### src/hdl/rpc_pkg.sv
// Purpose: Shared constants for the always-on power regulator control block.
// Assumes: 16-bit registers on a 32-bit APB data path, 10 MHz clock.
// Notes:   Offsets are byte addresses; unused upper data bits read as zero.

package rpc_pkg;

	// ------------------------------------------------------------
	// Register map
	// ------------------------------------------------------------
	localparam logic [15:0] RPC_ADDR_RTC_POWER_CONTROL = 16'h1930;
	localparam logic [15:0] RPC_ADDR_REGULATOR_CONTROL = 16'h7004;

	// ------------------------------------------------------------
	// Field positions of the power control register
	// ------------------------------------------------------------
	localparam int RPC_BIT_CLOCK_OUTPUT_ENABLE   = 0;
	localparam int RPC_BIT_REGULATOR_POWER_DOWN  = 1;
	localparam int RPC_BIT_FULL_POWER_DOWN       = 2;
	localparam int RPC_BIT_WAKE_PIN_DIRECTION    = 3;
	localparam int RPC_BIT_WAKE_PIN_DRIVE_LEVEL  = 4;

	// ------------------------------------------------------------
	// Field positions of the regulator control register
	// ------------------------------------------------------------
	localparam int RPC_BIT_USB_REGULATOR_ENABLE  = 0;

	// ------------------------------------------------------------
	// Reset values
	// ------------------------------------------------------------
	localparam logic [4:0] RPC_RESET_POWER_CONTROL = 5'h00;
	localparam logic       RPC_RESET_USB_ENABLE    = 1'b0;

	// ------------------------------------------------------------
	// Timing: bandgap recharge time after a full power-down
	// ------------------------------------------------------------
	localparam int RPC_CLOCK_HZ          = 10000000;
	localparam int RPC_BANDGAP_SETTLE_MS = 100;
	localparam int RPC_BANDGAP_SETTLE_CYC = RPC_BANDGAP_SETTLE_MS * (RPC_CLOCK_HZ / 1000);
	localparam int RPC_SETTLE_CNT_W      = 24;

	// Power state of the regulators, one-hot.
	typedef enum logic [3:0]
	{
		RPC_ST_ON       = 4'h1,
		RPC_ST_LDO_OFF  = 4'h2,
		RPC_ST_FULL_OFF = 4'h4,
		RPC_ST_SETTLE   = 4'h8
	} rpc_state_t;

endpackage

### src/hdl/rpc_pin_sync.sv
// Purpose: Three-stage synchroniser with agreement filter for pin inputs.
// Assumes: Input is asynchronous to clock_in.
// Notes:   The filtered level changes only when stages two and three agree.

`timescale 1ns/1ps
`default_nettype none

module rpc_pin_sync
(
	input  wire logic clock_in,  // Block clock.
	input  wire logic rst_in,    // Asynchronous reset, active high.
	input  wire logic pin_in,    // Raw pin level.
	output var  logic level_out  // Filtered synchronous level.
);

	// All state in one record.
	typedef struct packed
	{
		logic s1;
		logic s2;
		logic s3;
		logic level;
	} rpc_sync_t;

	rpc_sync_t state_ff;
	rpc_sync_t nxt_state;

	// Shift the pin through three stages; stage one feeds only stage two.
	always_comb
	begin
		nxt_state = state_ff;
		nxt_state.s1 = pin_in;
		nxt_state.s2 = state_ff.s1;
		nxt_state.s3 = state_ff.s2;
		if (state_ff.s2 == state_ff.s3)
		begin
			nxt_state.level = state_ff.s3;
		end
	end

	// Register the record.
	always_ff @(posedge clock_in or posedge rst_in)
	begin
		if (rst_in)
		begin
			state_ff <= '0;
		end
		else
		begin
			state_ff <= nxt_state;
		end
	end

	assign level_out = state_ff.level;

endmodule

`default_nettype wire

### src/hdl/rpc_power_ctrl.sv
// Purpose: Power-down and wake control for the on-chip regulators and bandgap.
// Assumes: APB slave with one wait state; alarm input is a same-clock pulse.
// Notes:   Hardware wake clears the power-down bits in the control register.
//
// The APB interface to the registers was decided locally.

`timescale 1ns/1ps
`default_nettype none

module rpc_power_ctrl
	import rpc_pkg::*;
#(
	parameter int SETTLE_CYCLES = RPC_BANDGAP_SETTLE_CYC  // Bandgap recharge count.
)
(
	input  wire logic        clock_in,                 // 10 MHz clock.
	input  wire logic        rst_in,                   // Asynchronous reset, active high.
	input  wire logic        psel,                     // APB select.
	input  wire logic        penable,                  // APB access phase.
	input  wire logic        pwrite,                   // APB write direction.
	input  wire logic [15:0] paddr,                    // APB byte address.
	input  wire logic [31:0] pwdata,                   // APB write data.
	output var  logic [31:0] prdata,                   // APB read data.
	output var  logic        pready,                   // APB ready.
	output var  logic        pslverr,                  // APB error on unmapped address.
	input  wire logic        wake_pin_in,              // Wake pin level.
	output var  logic        wake_pin_out,             // Wake pin drive value, always low.
	output var  logic        wake_pin_oe_out,          // Wake pin driven low when high.
	input  wire logic        rtc_alarm_in,             // Alarm pulse from the clock.
	output var  logic        clock_output_enable_out,  // Clock output pin gate.
	output var  logic        analog_regulator_on_out,  // Analog regulator enable.
	output var  logic        usb_regulator_on_out,     // USB regulator enable.
	output var  logic        usb_regulator_output_en_out, // USB output not floating.
	output var  logic        analog_por_on_out,        // Analog power-on reset enable.
	output var  logic        bandgap_on_out,           // Bandgap reference enable.
	output var  logic        references_ready_out      // Bandgap recharged.
);

	// ------------------------------------------------------------
	// Parameter checks
	// ------------------------------------------------------------
	if (SETTLE_CYCLES < 1 || SETTLE_CYCLES >= (1 << RPC_SETTLE_CNT_W))
	begin : g_bad_settle
		$error("SETTLE_CYCLES out of range for the settle counter");
	end

	localparam logic [RPC_SETTLE_CNT_W-1:0] SETTLE_LAST =
		RPC_SETTLE_CNT_W'(SETTLE_CYCLES - 1);

	// ------------------------------------------------------------
	// State record
	// ------------------------------------------------------------
	typedef struct packed
	{
		logic [4:0]                  pwr;      // Power control bits 4:0.
		logic                        usb_en;   // USB regulator enable.
		rpc_state_t                  fsm;
		logic [RPC_SETTLE_CNT_W-1:0] cnt;
		logic [31:0]                 rdata;
		logic                        ready;
		logic                        err;
		logic                        wake_oe;
		logic                        clk_en;
		logic                        ana_on;
		logic                        usb_on;
		logic                        por_on;
		logic                        bg_on;
		logic                        ref_ok;
	} rpc_ctrl_t;

	rpc_ctrl_t state_ff;
	rpc_ctrl_t nxt_state;

	logic wake_level;
	logic access;
	logic hit_pwr;
	logic hit_ldo;
	logic pin_wake;
	logic wake_evt;

	// ------------------------------------------------------------
	// Wake pin synchroniser
	// ------------------------------------------------------------
	rpc_pin_sync u_wake_sync
	(
		.clock_in  (clock_in),
		.rst_in    (rst_in),
		.pin_in    (wake_pin_in),
		.level_out (wake_level)
	);

	// Bus decode and wake event qualification.
	assign access   = psel && penable && state_ff.ready;
	assign hit_pwr  = (paddr == RPC_ADDR_RTC_POWER_CONTROL);
	assign hit_ldo  = (paddr == RPC_ADDR_REGULATOR_CONTROL);
	assign pin_wake = wake_level && !state_ff.pwr[RPC_BIT_WAKE_PIN_DIRECTION];
	assign wake_evt = pin_wake || rtc_alarm_in;

	// ------------------------------------------------------------
	// Next-state logic
	// ------------------------------------------------------------
	// Bus slave, register writes, wake sequencing and output decode.
	always_comb
	begin
		nxt_state = state_ff;
		nxt_state.ready = psel && penable && !state_ff.ready;
		nxt_state.err = 1'b0;
		nxt_state.rdata = '0;
		// A transfer completes on the edge where pready is seen high.
		if (psel && penable && !state_ff.ready)
		begin
			nxt_state.err = !(hit_pwr || hit_ldo);
			if (!pwrite && hit_pwr)
			begin
				nxt_state.rdata = {27'h0000000, state_ff.pwr};
			end
			else if (!pwrite && hit_ldo)
			begin
				nxt_state.rdata = {31'h00000000, state_ff.usb_en};
			end
		end
		if (access && pwrite && hit_pwr)
		begin
			nxt_state.pwr = pwdata[4:0];
		end
		if (access && pwrite && hit_ldo)
		begin
			nxt_state.usb_en = pwdata[RPC_BIT_USB_REGULATOR_ENABLE];
		end
		// Power state machine; a wake in a powered-down state beats a write.
		case (state_ff.fsm)
			RPC_ST_ON, RPC_ST_SETTLE:
			begin
				if (state_ff.fsm == RPC_ST_SETTLE)
				begin
					nxt_state.cnt = state_ff.cnt + 1'b1;
					if (state_ff.cnt == SETTLE_LAST)
					begin
						nxt_state.fsm = RPC_ST_ON;
					end
				end
				if (nxt_state.pwr[RPC_BIT_FULL_POWER_DOWN])
				begin
					nxt_state.fsm = RPC_ST_FULL_OFF;
				end
				else if (nxt_state.pwr[RPC_BIT_REGULATOR_POWER_DOWN])
				begin
					nxt_state.fsm = RPC_ST_LDO_OFF;
				end
			end
			RPC_ST_LDO_OFF:
			begin
				if (wake_evt)
				begin
					nxt_state.pwr[RPC_BIT_REGULATOR_POWER_DOWN] = 1'b0;
					nxt_state.pwr[RPC_BIT_FULL_POWER_DOWN] = 1'b0;
					nxt_state.fsm = RPC_ST_ON;
				end
				else if (nxt_state.pwr[RPC_BIT_FULL_POWER_DOWN])
				begin
					nxt_state.fsm = RPC_ST_FULL_OFF;
				end
				else if (!nxt_state.pwr[RPC_BIT_REGULATOR_POWER_DOWN])
				begin
					nxt_state.fsm = RPC_ST_ON;
				end
			end
			RPC_ST_FULL_OFF:
			begin
				if (wake_evt || !nxt_state.pwr[RPC_BIT_FULL_POWER_DOWN])
				begin
					if (wake_evt)
					begin
						nxt_state.pwr[RPC_BIT_REGULATOR_POWER_DOWN] = 1'b0;
						nxt_state.pwr[RPC_BIT_FULL_POWER_DOWN] = 1'b0;
					end
					nxt_state.cnt = '0;
					nxt_state.fsm = RPC_ST_SETTLE;
					if (nxt_state.pwr[RPC_BIT_REGULATOR_POWER_DOWN])
					begin
						nxt_state.fsm = RPC_ST_LDO_OFF;
					end
				end
			end
			default:
			begin
				nxt_state.fsm = RPC_ST_ON;
			end
		endcase
		// Outputs follow the next register values so they leave flip-flops.
		nxt_state.wake_oe = nxt_state.pwr[RPC_BIT_WAKE_PIN_DIRECTION] &&
			!nxt_state.pwr[RPC_BIT_WAKE_PIN_DRIVE_LEVEL];
		nxt_state.clk_en = nxt_state.pwr[RPC_BIT_CLOCK_OUTPUT_ENABLE];
		nxt_state.ana_on = (nxt_state.fsm == RPC_ST_ON) ||
			(nxt_state.fsm == RPC_ST_SETTLE);
		nxt_state.por_on = nxt_state.ana_on;
		nxt_state.usb_on = nxt_state.ana_on && nxt_state.usb_en;
		nxt_state.bg_on = (nxt_state.fsm != RPC_ST_FULL_OFF);
		nxt_state.ref_ok = nxt_state.bg_on && (nxt_state.fsm != RPC_ST_SETTLE);
	end

	// ------------------------------------------------------------
	// State register
	// ------------------------------------------------------------
	// Everything resets to the powered, disabled-output condition.
	always_ff @(posedge clock_in or posedge rst_in)
	begin
		if (rst_in)
		begin
			state_ff        <= '0;
			state_ff.pwr    <= RPC_RESET_POWER_CONTROL;
			state_ff.usb_en <= RPC_RESET_USB_ENABLE;
			state_ff.fsm    <= RPC_ST_ON;
			state_ff.ana_on <= 1'b1;
			state_ff.por_on <= 1'b1;
			state_ff.bg_on  <= 1'b1;
			state_ff.ref_ok <= 1'b1;
		end
		else
		begin
			state_ff <= nxt_state;
		end
	end

	// Port assignments straight from the record, except the constant-low wake drive.
	assign prdata                      = state_ff.rdata;
	assign pready                      = state_ff.ready;
	assign pslverr                     = state_ff.err;
	assign wake_pin_out                = 1'b0;
	assign wake_pin_oe_out             = state_ff.wake_oe;
	assign clock_output_enable_out     = state_ff.clk_en;
	assign analog_regulator_on_out     = state_ff.ana_on;
	assign usb_regulator_on_out        = state_ff.usb_on;
	assign usb_regulator_output_en_out = state_ff.usb_on;
	assign analog_por_on_out           = state_ff.por_on;
	assign bandgap_on_out              = state_ff.bg_on;
	assign references_ready_out        = state_ff.ref_ok;
endmodule

`default_nettype wire

### config.mk
export PLATFORM = sky130hd
export DESIGN_NAME = rpc_power_ctrl
export DESIGN_NICKNAME = d
export VERILOG_FILES = /design/src/hdl/rpc_pkg.sv /design/src/hdl/rpc_pin_sync.sv /design/src/hdl/rpc_power_ctrl.sv
export SDC_FILE = /design/constraint.sdc
export NUM_CORES = 1
export LEC_CHECK = 0
export CAP_MARGIN = 40
export CORE_MARGIN = 2
export CORE_UTILIZATION = 55
export CTS_CLUSTER_SIZE = 40
export DETAILED_ROUTE_END_ITERATION = 7
export DONT_BUFFER_PORTS = 1
export PLACE_DENSITY = 0.7
export SYNTH_ARGS = -nofsm -noshare
export SYNTH_HDL_FRONTEND = slang
export SYNTH_SLANG_ARGS = --single-unit
### constraint.sdc
create_clock -name clock_in -period 2.9 [get_ports clock_in]
set_clock_uncertainty 0.05 [all_clocks]
set_input_delay 0.145 -clock clock_in [delete_from_list [all_inputs] [get_ports clock_in]]
set_output_delay 0.145 -clock clock_in [all_outputs]
set_load 0.01 [all_outputs]
==> results.sh, run 1 <==
export IMPL_outcome="finished, final reports clean"
export IMPL_via_per_inst=5.55
export IMPL_worstSkewPairLatency_ns=0.31
export IMPL_rsz0062_at_grt="no"
export IMPL_ant_nets=0
export IMPL_drtPass1Iterations=4
export IMPL_critPathLaunchType="register"
export IMPL_finalMaxSlewViolations=0
export IMPL_syn_cell_area_um2=2880
export IMPL_power_mw=1.36
export IMPL_cp_max_fo=10
export IMPL_gp_congestion=0.857
export IMPL_io_pins=98
export IMPL_grt_pass1_vias=2008
export IMPL_period_share=0.855
export IMPL_cts_buffers=5
export IMPL_ys_ff_latch=50
export IMPL_synth_edf_count=0
export IMPL_setup_violations=0
export IMPL_ys_async_sr_fraction=1.00
export IMPL_worst_slew_pin_slew_ns=0.642
export IMPL_drtIter0Drc=175
export IMPL_slew_headroom=0.568
export IMPL_layout_nets=366
export IMPL_vias=2115
export IMPL_avgSynthCellArea_um2=9.47
export IMPL_drc=0
export IMPL_cts_sinks=50
export IMPL_required_ns=3.09
export IMPL_post_route_min_period_ns=2.48
export IMPL_drive_above_1_share=0.106
export IMPL_coreArea_um2=5070
export IMPL_rows=26
export IMPL_grt_max_degree=27
export IMPL_grt_overflow=0
export IMPL_powerDensity_nw_per_um2=450
export IMPL_ir_drop_uv=220
export IMPL_end_kind="register"
export IMPL_ctsLongestPathBuffers=2
export IMPL_hold_violations=0
export IMPL_p_leak_nw=1.29
export IMPL_portBuffers=0
export IMPL_setup_tns_ns=0
export IMPL_clockRootBuffer="clkbuf_8"
export IMPL_start_util=0.567
export IMPL_grt_pass1_wl_mm=9.34
export IMPL_clk_pin_slew_worst_paths_ns=0.10
export IMPL_maxCapViolations=0
export IMPL_crit_type="reg -> reg"
export IMPL_antenna_found_initial=0
export IMPL_wl_per_cell_um=14.5
export IMPL_yosysWarningCount=0
export IMPL_syn_to_final_growth_pct=4.69
export IMPL_cts_tree="built"
export IMPL_cts_max_level=2
export IMPL_fmax_mhz=403
export IMPL_groute_usage_overall=0.199
export IMPL_dieArea_um2=5830
export IMPL_routed_wirelength_mm=5.53
export IMPL_yosysSeqAreaShare=0.436
export IMPL_synth_cell_types=56
export IMPL_dieWidth_um=76.4
export IMPL_crit_arrival_ns=2.67
export IMPL_synthFlopType="dfrtp_1"
export IMPL_dp_final_hpwl_mm=3.94
export IMPL_synth_cells=304
export IMPL_dieHeight_um=76.4
export IMPL_n_antenna_cell=0
export IMPL_hp_class="in -> reg"
[registers in the layout, indices dropped and copies added, names as in the netlist]
signal and cells:
u_wake_sync.level_out 1, state_ff 34, references_ready_out 1, pready 1, prdata 5, u_wake_sync.state_ff 1
analog_por_on_out 1, wake_pin_oe_out 1, bandgap_on_out 1, u_wake_sync.nxt_state 2, pslverr 1, usb_regulator_on_out 1
[worst paths after layout]
kind / slack, ns / depth (start not counted) / from / end
max: 0.42 / 6 / state_ff[68] / state_ff[58]
min: 0.04 / 3 / pwdata[2] / state_ff[66]
max reg2reg: 0.42 / 6 / state_ff[68] / state_ff[58]
min reg2reg: 0.31 / 0 / u_wake_sync.nxt_state[2] / u_wake_sync.nxt_state[1]
max in group asynchronous: 1.95 / 3 / rst_in / state_ff[65]
min in group asynchronous: 0.27 / 2 / rst_in / state_ff[67]
[final cells by class]
class / count / area, um2
clock inverter: 3 / 28.8
inverter: 6 / 22.5
timing repair buffer: 15 / 150
clock buffer: 5 / 68.8
fill: 432 / 2060
sequential: 50 / 1260
tap: 70 / 87.6
multi-input combinational: 232 / 1400
[cell usage after synthesis (all sizes together) (2+ instances only)]
library cell,n,area share
dfrtp,46,0.40
buf,37,0.097
nor2,31,0.040
nand2,20,0.026
xnor2,17,0.052
nor4,14,0.036
nand3,13,0.023
nor3,13,0.023
nand4,10,0.022
a21oi,8,0.015
and2,8,0.017
and3,7,0.015
o21ai,7,0.012
clkbuf,6,0.0078
inv,6,0.0078
or3,6,0.015
o31ai,5,0.015
dfstp,4,0.037
mux2,3,0.012
nand2b,3,0.012
or2,3,0.0065
or4,3,0.0078
xor2,3,0.0091
a22o,2,0.0061
a31oi,2,0.0043
and4,2,0.0061
nor2b,2,0.0043
nor4b,2,0.0061
[layer usage]
| metal | routed length (um) | GRT usage | part of all wire |
|---|---|---|---|
| met5 | 0 | 0 | 0 |
| met4 | 118 | 0.0909 | 0.021 |
| met3 | 333 | 0.0450 | 0.060 |
| met2 | 2380 | 0.287 | 0.43 |
| met1 | 2690 | 0.286 | 0.49 |
[placed cells by master (no fill, tap or decap), drive strengths merged, types with 2 or more instances in the layout]
cell type	netlist	layout
or4	3	3
mux2	3	3
nor4	14	14
o31ai	5	5
and3	7	7
nand2	20	20
nand4	10	10
and2	8	8
a31oi	2	2
and4	2	2
inv	6	7
xnor2	17	17
clkbuf	6	5
nor4b	2	2
clkinv	0	2
a21oi	8	8
or2	3	3
o21ai	7	7
buf	37	5
nor2b	2	2
nor3	13	13
nand3	13	13
xor2	3	3
or3	6	6
conb	1	28
nor2	31	31
dfrtp	46	46
nand2b	3	3
a22o	2	2
dfstp	4	4
dlygate4sd3	0	10
[stage by stage]
step	instances	area (um2)	setup WS, ns	hold slack (ns)	util
after floorplan	331	2980	0.702	0.126	-
after global placement	361	2790	0.345	0.126	0.550
after detailed placement	363	2820	0.462	0.0466	0.555
after CTS	381	3010	0.433	0.0231	0.594
after global routing	381	3010	0.297	0.0450	0.594
final	381	3010	0.420	0.0368	0.594
[what timing repair did]
| action | CTS | global route |
|---|---|---|
| hold buffers | 10 | 0 |
| endpoints found under the setup margin | 0 | 0 |
| endpoints found under the hold margin | 31 | 0 |
| setup buffers | 0 | 0 |
| resized for setup | 0 | 0 |
[critical path, cell delays in order (launching register included)]
cell and delay, ns:
dfrtp_1 0.58, nand2b_4 0.13, a211oi_4 0.35, o31ai_2 0.22, or3_4 0.41, or4_1 0.52
a21oi_1 0.15
[where the power goes]
part	internal [mW]	leakage, nW	switching [mW]
logic	0.0554	0.571	0.0794
registers	0.739	0.669	0.0464
clock network	0.179	0.0502	0.256
[cells by family after synthesis]
| group | count (synthesis) | synth area share |
|---|---|---|
| DFF | 50 | 0.436 |
| and+or+nand+nor | 143 | 0.278 |
| AOI/OAI and AO/OA | 35 | 0.0878 |
| buffers and inverters | 49 | 0.113 |
| other | 1 | 0.00130 |
| xor gates and xnor gates | 20 | 0.0608 |
| muxes | 4 | 0.0152 |
| adders and majority gates | 2 | 0.00782 |
Note: power is estimated with default switching activity, not from simulation.
==> inputs of run 2 (changes only) <==
- CORE_UTILIZATION: 55 -> 58
- PLACE_DENSITY: 0.7 -> 0.74
==> run 2 against run 1 <==
  * Clock power rose by 1%
  * Critical path depth increased by 1
  * Final area is 0.66% lower
  * Sequential power about the same
  * Worst hold slack got worse by 0.015 ns
  * Core utilization rose by 3.6 points
  * Total power rose by 0.52%
  * Flip-flop and latch count stayed put
  * Final cell count is 1.3% lower
  * Combinational power hardly changed
  * Critical path type unchanged
  * Largest power group unchanged
==> results.sh, run 2 (synthesis results as in run 1) <==
export IMPL_fillers=419
export IMPL_worst_slew_pin_slew_ns=0.718
export IMPL_cp_max_fo=11
export IMPL_worstSkewPairLatency_ns=0.31
export IMPL_period_share=0.930
export IMPL_rsz0062_at_grt="no"
export IMPL_path_delay_family="simple AND/OR/NAND/NOR gates"
export IMPL_syn_to_final_growth_pct=4.00
export IMPL_drtIter0Drc=219
export IMPL_r2r_start="state_ff[67]"
export IMPL_ctsLongestPathBuffers=2
export IMPL_dieArea_um2=5540
export IMPL_slew_headroom=0.517
export IMPL_slowest_delay_ns=0.52
export IMPL_mostFrequentLayoutCell="dfrtp_1"
export IMPL_required_ns=3.09
export IMPL_startpoint="state_ff[67]"
export IMPL_n_antenna_cell=0
export IMPL_grt_max_degree=38
export IMPL_post_dp_cell_area_um2=2810
export IMPL_ir_drop_uv=353
export IMPL_largest_register="state_ff"
export IMPL_whs_endpoint="state_ff[66]"
export IMPL_gp_congestion=0.878
export IMPL_critPathLaunchType="register"
export IMPL_start_util=0.606
export IMPL_groute_usage_overall=0.219
export IMPL_hold_violations=0
export IMPL_post_route_min_period_ns=2.70
export IMPL_multi_input_area_um2=1400
export IMPL_min_path_cells=2
export IMPL_path_cells="nand2b_4 > a211oi_4 > o31ai_2 > buf_4 > or3_4 > or4_1 > a21oi_1"
export IMPL_finalMaxSlewViolations=0
export IMPL_portBuffers=0
export IMPL_register_area_um2=1260
export IMPL_ff2ff_path_depth=7
export IMPL_setup_violations=0
export IMPL_finalInstanceArea_um2=2990
export IMPL_drtPass1Iterations=4
export IMPL_p_leak_nw=1.28
export IMPL_clk_pin_slew_worst_paths_ns=0.09
export IMPL_cts_buffers=5
export IMPL_crit_arrival_ns=2.88
export IMPL_rows=25
export IMPL_r2r_end="state_ff[58]"
export IMPL_via_per_inst=5.63
export IMPL_powerDensity_nw_per_um2=455
export IMPL_drc=0
export IMPL_dp_final_hpwl_mm=3.94
export IMPL_setup_tns_ns=0
export IMPL_hold_ws_ns=0.0215
export IMPL_drive_above_1_share=0.104
export IMPL_outcome="finished, final reports clean"
export IMPL_cts_max_level=2
export IMPL_cts_sinks=50
export IMPL_largest_register_ffs=34
export IMPL_maxCapViolations=0
export IMPL_grt_pass1_vias=1960
export IMPL_final_util=0.630
export IMPL_wl_per_cell_um=14.7
export IMPL_io_pins=98
export IMPL_cpMaxStageDelayCell="dfrtp_1"
export IMPL_routed_wirelength_mm=5.52
export IMPL_cp_num_buf_inv=1
export IMPL_grt_overflow=0
export IMPL_antenna_found_initial=0
export IMPL_r2r_slack_ns=0.20
export IMPL_crit_type="reg -> reg"
export IMPL_hp_class="in -> reg"
export IMPL_most_common_layout_cells="46 x dfrtp_1, 31 x nor2_1, 28 x conb_1, 20 x nand2_1, 17 x xnor2_1"
export IMPL_clockRootBuffer="clkbuf_8"
export IMPL_end_kind="register"
export IMPL_min_from="pwdata[1]"
export IMPL_coreArea_um2=4750
export IMPL_ant_nets=0
export IMPL_grt_pass1_wl_mm=9.34
export IMPL_cts_tree="built"
export IMPL_dieHeight_um=74.5
export IMPL_vias=2116
export IMPL_dieWidth_um=74.5
export IMPL_cts_resized=0
export IMPL_layout_nets=364
export IMPL_fmax_mhz=371
-- run 2: final cells by class --
cell class              instances  area share
repair buffers                 13      0.0443
flip-flops and latches         50       0.420
inverters                       6     0.00752
clock inverters                 2     0.00543
well taps                      67      0.0280
clock buffers                   6      0.0276
multi-input cells             232       0.468
-- run 2: worst max path at each step --
stage,cells after the start,end,slack [ns]
global placement,6,state_ff[58],0.28
global route,7,state_ff[56],0.05
finish,7,state_ff[58],0.20
CTS,7,state_ff[58],0.22
detailed placement,7,state_ff[58],0.25
floorplan,7,state_ff[58],0.70
-- run 2: metrics by stage --
stage	cells	setup slack, ns	power (mW)
after floorplan	331	0.702	0.934
after global placement	357	0.276	0.921
after detailed placement	359	0.251	0.926
after CTS	376	0.217	1.37
after global routing	376	0.0481	1.43
final	376	0.204	1.36
-- run 2: report_power, final --
| group | switching [mW] | leakage, nW | internal [mW] | total (mW) |
|---|---|---|---|---|
| logic | 0.0807 | 0.559 | 0.0554 | 0.136 |
| registers | 0.0465 | 0.669 | 0.739 | 0.786 |
| clock network | 0.244 | 0.0478 | 0.197 | 0.441 |
-- run 2: layer usage --
metal,global-route usage,vias to the layer above,routed length (um)
li1,-,1028,-
met1,0.314,1004,2650
met2,0.324,76,2450
met3,0.0501,8,347
met4,0.0833,0,80
met5,0,-,0
-- run 2: what timing repair did --
action	CTS	global route
hold buffers	9	0
endpoints found under the hold margin	55	0
endpoints found under the setup margin	0	0
buffers inserted	0	0
